===== config.mk =====
export PLATFORM = sky130hd
export DESIGN_NAME = tmc_timer
export DESIGN_NICKNAME = d
export VERILOG_FILES = /design/src/tmc_pkg.sv /design/src/tmc_timer.sv
export VERILOG_INCLUDE_DIRS = /design/src
export SDC_FILE = /design/constraint.sdc
export NUM_CORES = 1
export LEC_CHECK = 0
export BUFFER_PORTS_ARGS = -buffer_cell sky130_fd_sc_hd__buf_2
export CAP_MARGIN = 10
export CORE_ASPECT_RATIO = 1.2
export CORE_MARGIN = 2
export CORE_UTILIZATION = 55
export DETAILED_ROUTE_END_ITERATION = 7
export HOLD_SLACK_MARGIN = 0.08
export PLACE_DENSITY = 0.78
export SYNTH_ARGS = -nofsm -noshare
export SYNTH_HDL_FRONTEND = slang
export SYNTH_SLANG_ARGS = --single-unit

===== constraint.sdc =====
create_clock -name clk_i -period 5.3 [get_ports clk_i]
set_input_delay 0.795 -clock clk_i [delete_from_list [all_inputs] [get_ports clk_i]]
set_output_delay 0.795 -clock clk_i [all_outputs]
set_load 0.02 [all_outputs]

===== src/tmc_defs.svh =====
// register offsets, field positions and reset values of the 16-bit timer
// assumes inclusion by bare name from the design module
`ifndef TMC_DEFS_SVH
`define TMC_DEFS_SVH
`define TMC_OFS_LOW 8'h0E
`define TMC_OFS_HIGH 8'h0F
`define TMC_OFS_CTRL 8'h10
`define TMC_OFS_FLAG 8'h0C
`define TMC_OFS_IEN 8'h8C
`define TMC_BIT_ON 0
`define TMC_BIT_CS 1
`define TMC_BIT_SYNCDIS 2
`define TMC_BIT_OSCEN 3
`define TMC_BIT_PS_LO 4
`define TMC_BIT_PS_HI 5
`define TMC_BIT_OVF 0
`define TMC_CTRL_RST 6'h00
`define TMC_CTRL_MASK 8'h3F
`define TMC_CNT_MAX 16'hFFFF
`define TMC_CNT_ZERO 16'h0000
`define TMC_BYTE_ZERO 8'h00
`define TMC_INSTR_DIV 2'h3
`define TMC_PS_ONE 3'h1
`endif


===== src/tmc_pkg.sv =====
// types shared by the 16-bit timer design
// assumes tmc_defs.svh is reachable on the include path
package tmc_pkg;
  typedef enum logic [1:0] {
    TMC_PS_DIV1 = 2'b00,
    TMC_PS_DIV2 = 2'b01,
    TMC_PS_DIV4 = 2'b10,
    TMC_PS_DIV8 = 2'b11
  } tmc_prescale_t;
endpackage


===== src/tmc_timer.sv =====
// 16-bit timer/counter with prescaler, overflow flag and enable
// assumes one 10 MHz clock, a plain register port and an async pin input
//
// Overview of operation
// - count kept as high and low bytes, both readable and writable
// - count increments upward and wraps from all ones to zero
// - each wrap sets overflow flag at bit zero of flag register
// - interrupt request raised only when flag and enable bit zero set
// - control bit one picks internal clock or external pin source
// - timer mode ticks once per instruction cycle, clock over four
// - counter mode counts external rising edges only
// - counting only while on bit set; clearing holds the count
// - internal clear input from capture/compare unit resets count
// - oscillator enable forces both oscillator pins to be inputs
// - two-bit prescale gives one, two, four or eight edges per step
// - external input synchronized when sync disable is zero
// - timer mode ignores sync disable and uses internal clock
// - two upper control bits read as zero
// - special event trigger clears both count bytes
//
// Implementation choice: strobed register access.
`timescale 1ns/10ps
`include "tmc_defs.svh"
module tmc_timer (
  input wire logic clk_i, // 10 MHz clock
  input wire logic resetn_i, // async reset, active low
  input wire logic [7:0] addr_i, // register address
  input wire logic [7:0] wdata_i, // write data
  input wire logic wr_i, // write strobe
  input wire logic rd_i, // read strobe
  output logic [7:0] rdata_o, // read data, cycle after rd_i
  input wire logic ext_clk_i, // external clock pin, async
  input wire logic special_clear_i, // capture/compare clear pulse
  input wire logic [1:0] port_direction_i, // port direction bits 7:6
  output logic [1:0] pin_dir_o, // effective direction, 1 = input
  output logic osc_run_o, // oscillator enabled
  output logic irq_o // overflow interrupt request
);
  logic [5:0] ctrl_q;
  logic [15:0] count_q;
  logic flag_q;
  logic ien_q;
  logic [1:0] qdiv_q;
  logic [2:0] ps_q;
  logic ext_s1_q, ext_s2_q, ext_prev_q;
  logic ext_raw_q;
  logic src_edge, ps_tick, wrap;
  logic [2:0] ps_lim;
  logic ctrl_on, ctrl_cs, ctrl_sd;
  tmc_pkg::tmc_prescale_t ps_sel;

  assign ctrl_on = ctrl_q[`TMC_BIT_ON];
  assign ctrl_cs = ctrl_q[`TMC_BIT_CS];
  assign ctrl_sd = ctrl_q[`TMC_BIT_SYNCDIS];
  assign ps_sel = tmc_pkg::tmc_prescale_t'(
    {ctrl_q[`TMC_BIT_PS_HI], ctrl_q[`TMC_BIT_PS_LO]});

  // external pin synchroniser; first stage read only by the second
  always_ff @(posedge clk_i or negedge resetn_i) begin
    if (!resetn_i) begin
      ext_s1_q <= 1'b0;
      ext_s2_q <= 1'b0;
    end else begin
      ext_s1_q <= ext_clk_i;
      ext_s2_q <= ext_s1_q;
    end
  end

  // unsynchronised path still passes two flops per house style; it
  // differs by skipping the extra resample stage (one cycle less delay)
  always_ff @(posedge clk_i or negedge resetn_i) begin
    if (!resetn_i) begin
      ext_raw_q <= 1'b0;
      ext_prev_q <= 1'b0;
    end else begin
      ext_raw_q <= ext_s2_q;
      ext_prev_q <= ctrl_sd ? ext_s2_q : ext_raw_q;
    end
  end

  // instruction cycle divider: clock over four
  always_ff @(posedge clk_i or negedge resetn_i) begin
    if (!resetn_i) begin
      qdiv_q <= 2'h0;
    end else begin
      qdiv_q <= qdiv_q + 2'h1;
    end
  end

  always_comb begin
    if (!ctrl_cs) begin
      src_edge = (qdiv_q == `TMC_INSTR_DIV);
    end else if (ctrl_sd) begin
      src_edge = ext_s2_q & ~ext_prev_q;
    end else begin
      src_edge = ext_raw_q & ~ext_prev_q;
    end
  end

  always_comb begin
    unique case (ps_sel)
      tmc_pkg::TMC_PS_DIV1: ps_lim = 3'h0;
      tmc_pkg::TMC_PS_DIV2: ps_lim = 3'h1;
      tmc_pkg::TMC_PS_DIV4: ps_lim = 3'h3;
      tmc_pkg::TMC_PS_DIV8: ps_lim = 3'h7;
    endcase
  end

  assign ps_tick = ctrl_on && src_edge && (ps_q == ps_lim);
  assign wrap = ps_tick && (count_q == `TMC_CNT_MAX);

  // prescaler, cleared by writes to the count as in the real part
  always_ff @(posedge clk_i or negedge resetn_i) begin
    if (!resetn_i) begin
      ps_q <= 3'h0;
    end else if (wr_i && (addr_i == `TMC_OFS_LOW ||
                          addr_i == `TMC_OFS_HIGH)) begin
      ps_q <= 3'h0;
    end else if (ctrl_on && src_edge) begin
      ps_q <= (ps_q == ps_lim) ? 3'h0 : ps_q + `TMC_PS_ONE;
    end
  end

  // count: clear beats software write beats increment
  always_ff @(posedge clk_i or negedge resetn_i) begin
    if (!resetn_i) begin
      count_q <= `TMC_CNT_ZERO;
    end else if (special_clear_i) begin
      count_q <= `TMC_CNT_ZERO;
    end else if (wr_i && addr_i == `TMC_OFS_LOW) begin
      count_q[7:0] <= wdata_i;
    end else if (wr_i && addr_i == `TMC_OFS_HIGH) begin
      count_q[15:8] <= wdata_i;
    end else if (ps_tick) begin
      count_q <= count_q + 16'h0001;
    end
  end

  always_ff @(posedge clk_i or negedge resetn_i) begin
    if (!resetn_i) begin
      ctrl_q <= `TMC_CTRL_RST;
    end else if (wr_i && addr_i == `TMC_OFS_CTRL) begin
      ctrl_q <= wdata_i[5:0];
    end
  end

  // overflow flag: a wrap in the same cycle as a clear write wins
  always_ff @(posedge clk_i or negedge resetn_i) begin
    if (!resetn_i) begin
      flag_q <= 1'b0;
    end else if (wrap) begin
      flag_q <= 1'b1;
    end else if (wr_i && addr_i == `TMC_OFS_FLAG) begin
      flag_q <= wdata_i[`TMC_BIT_OVF];
    end
  end

  always_ff @(posedge clk_i or negedge resetn_i) begin
    if (!resetn_i) begin
      ien_q <= 1'b0;
    end else if (wr_i && addr_i == `TMC_OFS_IEN) begin
      ien_q <= wdata_i[`TMC_BIT_OVF];
    end
  end

  always_ff @(posedge clk_i or negedge resetn_i) begin
    if (!resetn_i) begin
      irq_o <= 1'b0;
    end else begin
      irq_o <= (flag_q | wrap) & ien_q;
    end
  end

  always_ff @(posedge clk_i or negedge resetn_i) begin
    if (!resetn_i) begin
      pin_dir_o <= 2'b11;
      osc_run_o <= 1'b0;
    end else begin
      osc_run_o <= ctrl_q[`TMC_BIT_OSCEN];
      pin_dir_o <= ctrl_q[`TMC_BIT_OSCEN] ? 2'b11 : port_direction_i;
    end
  end

  always_ff @(posedge clk_i or negedge resetn_i) begin
    if (!resetn_i) begin
      rdata_o <= `TMC_BYTE_ZERO;
    end else if (rd_i) begin
      unique case (addr_i)
        `TMC_OFS_LOW: rdata_o <= count_q[7:0];
        `TMC_OFS_HIGH: rdata_o <= count_q[15:8];
        `TMC_OFS_CTRL: rdata_o <= {2'b00, ctrl_q};
        `TMC_OFS_FLAG: rdata_o <= {7'h00, flag_q};
        `TMC_OFS_IEN: rdata_o <= {7'h00, ien_q};
        default: rdata_o <= `TMC_BYTE_ZERO;
      endcase
    end else begin
      rdata_o <= `TMC_BYTE_ZERO;
    end
  end
endmodule


## Word-level counts from Yosys, hierarchy flattened

Index checks and enable logic that the tools add are counted.
W data, S select, Z words.

| word-level totals | value |
|---|---|
| flip-flop bits (word level) | 45 |
| input bits | 24 |
| memories kept | 0 |
| bits in read-only memories | 0 |
| output and inout port bits | 12 |
| latch bits | 0 |
| memory bits (writable) | 0 |

| operators by class | value |
|---|---|
| multiply operators | 0 |
| bitwise operators | 5 |
| $lt $le $gt $ge | 0 |
| reductions and logical operators | 17 |
| add/subtract/negate cells | 3 |
| divide/modulo/power cells | 0 |
| muxes and demuxes | 18 |
| shift operators | 0 |
| equality and inequality tests | 13 |

Operators by type and width:

| cell | number |
|---|---|
| $mux W8 | 5 |
| $pmux W8 S5 | 1 |
| $mux W16 | 2 |
| $eq A8 B4 Y1 const B | 3 |
| $add A16 B1 Y16 const B | 1 |
| $eq A16 B16 Y1 const B | 1 |
| $pmux W3 S4 | 1 |
| $logic_and A1 B1 Y1 | 9 |
| $mux W3 | 3 |
| $eq A8 B5 Y1 const B | 1 |
| $eq A8 B8 Y1 const B | 1 |
| $eq A2 B2 Y1 const B | 3 |
| $reduce_bool A3 Y1 | 2 |
| $mux W1 | 5 |
| $reduce_and A2 Y1 | 2 |
| $reduce_bool A2 Y1 | 2 |
| $add A3 B1 Y3 const B | 1 |
| $and A1 B1 Y1 | 3 |
| $eq A3 B3 Y1 | 1 |
| $ne A3 B3 Y1 const B | 1 |
| $add A2 B1 Y2 const B | 1 |
| $eq A2 B1 Y1 const B | 1 |
| $logic_not A2 Y1 | 1 |
| $mux W2 | 1 |
| 4 further kinds | 4 |

## Depth between registers and ports, before layout

| depth | value |
|---|---|
| depth after elaboration | 10 |
| depth in mapped cells | 8 |
| gate-level depth less buffers | 7 |

## Least setup slack after synthesis

OpenSTA, ideal clock, no wires.

| timing path | value |
|---|---|
| path type | in2reg |
| start point | input addr_i[1] |
| end point | register ctrl_q[0] |
| arrival | 2.262 ns |
| slack | 2.914 ns |
| cell stages on the path | 4 |
| buffers on the path | 0 |
| required time | 5.175 ns |
| setup time | 0.125 ns |
| path through | or4_1 > nor4_4 > nand2_1 > mux2_2 |

| between the ends | value |
|---|---|
| longest elaborated chain between the ends | 2 |

Ends and longest elaborated chain:

| what | line | text |
|---|---|---|
| start, declared | tmc_timer.sv:27 | `input wire logic [7:0] addr_i,` |
| $eq A8 B5 Y1 | - |  |
| $logic_and A1 B1 Y1 (no line) | - |  |
| end signal, assigned | tmc_timer.sv:141 | `` ctrl_q <= `TMC_CTRL_RST; `` |
| end signal, assigned | tmc_timer.sv:143 | `ctrl_q <= wdata_i[5:0];` |
| end, declared | tmc_timer.sv:39 | `logic [5:0] ctrl_q;` |

No other way between the ends.
A chain may end at the register's enable or synchronous reset.

## Final worst setup path

| timing path | value |
|---|---|
| start point | input addr_i[7] |
| end point | register count_q[2] |

| between the ends | value |
|---|---|
| longest elaborated chain between the ends | 4 |
| elaborated cells on any way between the ends | 9 |
| those cells by class | eq/ne: 3; mux: 2; reduce/logical: 4 |

Ends and longest elaborated chain:

| what | line | text |
|---|---|---|
| $eq A8 B4 Y1 | - |  |
| $logic_and A1 B1 Y1 (no line) | - |  |
| $ne A3 B3 Y1 (no line) (tied with other cells) | - |  |
| $reduce_and A2 Y1 (no line) / $mux W16 (equally long branches) | - |  |
| end signal, assigned | tmc_timer.sv:127 | `` count_q <= `TMC_CNT_ZERO; `` |
| end signal, assigned | tmc_timer.sv:129 | `` count_q <= `TMC_CNT_ZERO; `` |
| end signal, assigned | tmc_timer.sv:131 | `count_q[7:0] <= wdata_i;` |
| end, declared | tmc_timer.sv:40 | `logic [15:0] count_q;` |

Several ways; a longest one is shown, not always the timed one.

==> reports/metrics.yaml <==
worst_setup_path:
  arrival_ps: 2850
  end_kind: "flop"
  crit_path_top_delay_cell: "nor2_1"
  max_stage_delay_ps: 680
  path_max_fanout: 10
  path_buf_inv: 1
  crit_top_cell: "a21oi_1"
  reg2reg_from: "ctrl_q[5]$_DFFE_PN0P_"
  crit_family: "simple AND/OR/NAND/NOR gates"
  reg2reg_to: "count_q[12]$_DFFE_PN0P_"
  worstSetupPathType: "input port to flop"
  reg2reg_depth: 6
  reg2reg_setup_slack_ps: 2960
  startpoint_type: "input port"
  critical_path.cell_chain: "buf_2 -> nor3_1 -> nand4_1 -> nor2_1 -> o21ai_1 -> a21oi_1 -> a21oi_1"
  crit_required_ps: 5500
finish:
  antenna_cells: 0
  drive_above_1_share_pct: 21.6
  final_cell_mix: "43 x dfrtp_1, 35 x buf_2, 25 x nor2_1"
  final_common_cell: "dfrtp_1"
  area_growth_syn_to_layout_pct: 14.5
  fill_cells: 324
  fin_nets: 309
clock_tree:
  numCtsBuffers: 5
  clk_pin_slew_ps: 90
  postCtsHoldBufs: 0
  cts_setup_buffers: 0
  root_buffer: "clkbuf_8"
  cts.sinks: 45
  clockBufferDepth: 2
  cts_tree: "yes"
  post_cts_resize_count: 0
  cts_max_level: 2
  clk_latency_ps: 310
floorplanning:
  io_pins: 36
  start_util_pct: 56.3
  die_h_um: 75.8
  fp-row-count: 26
  die_area_mm2: 0.00483
  core_mm2: 0.00420
  dieWidth_um: 63.8
logic_synthesis:
  synth_warnings: 0
  syn_area_per_cell_um2: 9.72
  synth-seq-cells: 45
  syn-instance-count: 243
  async_flop_share_pct: 100
  synthesis.nets: 270
  synth_top_area_share_pct: 45.6
  synth_flop_cell: "dfrtp_1"
  ys_seq_area_share_pct: 47.8
  syn-cell-area_mm2: 0.00236
  synth_top_area_cell: "dfrtp_1"
  synth_edf_count: 0
  yosys-top-cells-area: "dfrtp_1 46%, a21oi_1 4.7%, nor2_1 4.0%"
  synth_cell_types: 51
pwr:
  swShare_pct: 26.3
  power.internal_mw: 0.505
  leakage_nw: 1.17
  p_sw_mw: 0.180
  p_comb_share_pct: 9.5
  p_per_area_mw_per_mm2: 253
  ir_worst_vdd_uv: 164
  seqPwrFrac_pct: 54.9
  pwr-share-clk_pct: 35.6
timing:
  rsz0062_at_grt: "no"
  tightest_slew_ps: 991
  max_freq_mhz: 376
  finalCritPeriodShare_pct: 50.1
  skew_ps: 12.9
  period_minus_slack_ps: 2660
  finalHoldViolations: 0
  relSlewSlack_pct: 33.9
  tns_ps: 0
  fin_ws_ps: 2640
  final_max_slew_viol_count: 0
  setup_violations: 0
detailed_routing:
  vias: 2121
  wl_per_cell_um: 17.4
  routed_wl_um: 5880
  drt_iter0_markers: 234
  drt-pass1-iter-count: 5
  drc_errors: 0
  detail_route.vias_per_cell: 6.26
  ant_nets: 0
grt:
  grtUsageTotal_pct: 26.7
  grt.overflow.total: 0
  grt_antenna_before_repair: 0
  grt_max_degree: 46
  grt_pass1_vias: 2018
  grt_pass1_wl_um: 9740
hold_path:
  hp-class: "flop to flop"
  hold_start: "ext_s1_q$_DFF_PN0_"
  hold_depth: 0
  whs_endpoint: "ext_s2_q$_DFF_PN0_"
placed_design:
  dp_hpwl_um: 4270
  portBuffers: 35
  dp_slack_ps: 2430
  routabilityCongestion: 0.907
run_status:
  outcome: "completed"
job:
  cap_viol_max_count: 0
## power groups by stage
stage | sequential (mW) | combinational, mW | clock [mW]
detailed placement | 0.382 | 0.0644 | 0
global route | 0.379 | 0.0744 | 0.261
floorplan | 0.379 | 0.0334 | 0
CTS | 0.375 | 0.0651 | 0.245
global placement | 0.381 | 0.0634 | 0
finish | 0.376 | 0.0648 | 0.244
## metal layers
layer	up-vias	routed length, um	GRT usage [%]	part of all wire [%]
li1	989	-	-	-
met1	986	2380	33.8	40
met2	123	2780	42.0	47
met3	23	485	5.47	8.2
met4	0	243	17.6	4.1
met5	-	0	0	0
## synth_stat cells, types with 3 or more instances
cell type / instances
dfrtp_1: 43
nor2_1: 25
nand2_1: 23
a21oi_1: 22
o21ai_0: 13
nand3_1: 12
nor3_1: 9
nand4_1: 8
inv_1: 7
mux2_2: 7
a22oi_1: 6
a222oi_1: 4
mux2i_1: 4
xnor2_1: 4
a211oi_1: 3
a21o_1: 3
and3_1: 3
clkbuf_1: 3
ha_1: 3
## worst max-delay path by stage
stage,cells past startpoint,endpoint,from
6_report,7,count_q[2]$_DFFE_PN0P_,addr_i[7]
5_1_grt,7,count_q[7]$_DFFE_PN0P_,addr_i[7]
4_1_cts,7,count_q[3]$_DFFE_PN0P_,addr_i[7]
3_5_place_dp,7,count_q[3]$_DFFE_PN0P_,addr_i[7]
3_3_place_gp,7,count_q[2]$_DFFE_PN0P_,addr_i[7]
2_1_floorplan,4,ctrl_q[0]$_DFFE_PN0P_,addr_i[1]
## stage by stage
step | instance area, um^2 | utilization (%) | hold WS, ps | std cells | total power [mW]
floorplan | 2360 | - | 331 | 243 | 0.413
global placement | 2600 | 61.9 | 341 | 331 | 0.444
detailed placement | 2600 | 61.9 | 341 | 331 | 0.446
CTS | 2700 | 64.4 | 360 | 339 | 0.684
global route | 2700 | 64.4 | 361 | 339 | 0.714
finish | 2700 | 64.4 | 357 | 339 | 0.684
## registers in the layout, summed over array words and instances, names as in the netlist
signal,flops
ext_prev_q,1
rdata_o,8
pin_dir_o,2
irq_o,1
ext_s1_q,1
ien_q,1
flag_q,1
osc_run_o,1
ctrl_q,6
ext_s2_q,1
ps_q,3
count_q,16
ext_raw_q,1
qdiv_q,2
## area by class of cell
class	instances	area (um^2)	share of cell area [%]
clock buffers	7	96.3	3.56
clock inverters	1	8.76	0.324
inverters	7	26.3	0.972
multi-input cells	187	1190	44.0
flip-flops and latches	45	1130	41.8
well taps	56	70.1	2.59
repair buffers	36	183	6.76
## cells by family (layout without fill, tap and decap cells)
family                     count (synthesis)  after routing  synth area share, %
AOI/OAI and AO/OA                         66             66                 18.5
xor gates and xnor gates                   5              5                 1.85
adders and majority gates                  3              3                 1.59
buffers and inverters                     11             51                 2.07
DFF                                       45             45                 47.8
muxes                                     11             11                 5.03
and+or+nand+nor                          102            102                 23.2
No activity file was read; power rests on OpenSTA's default activity.
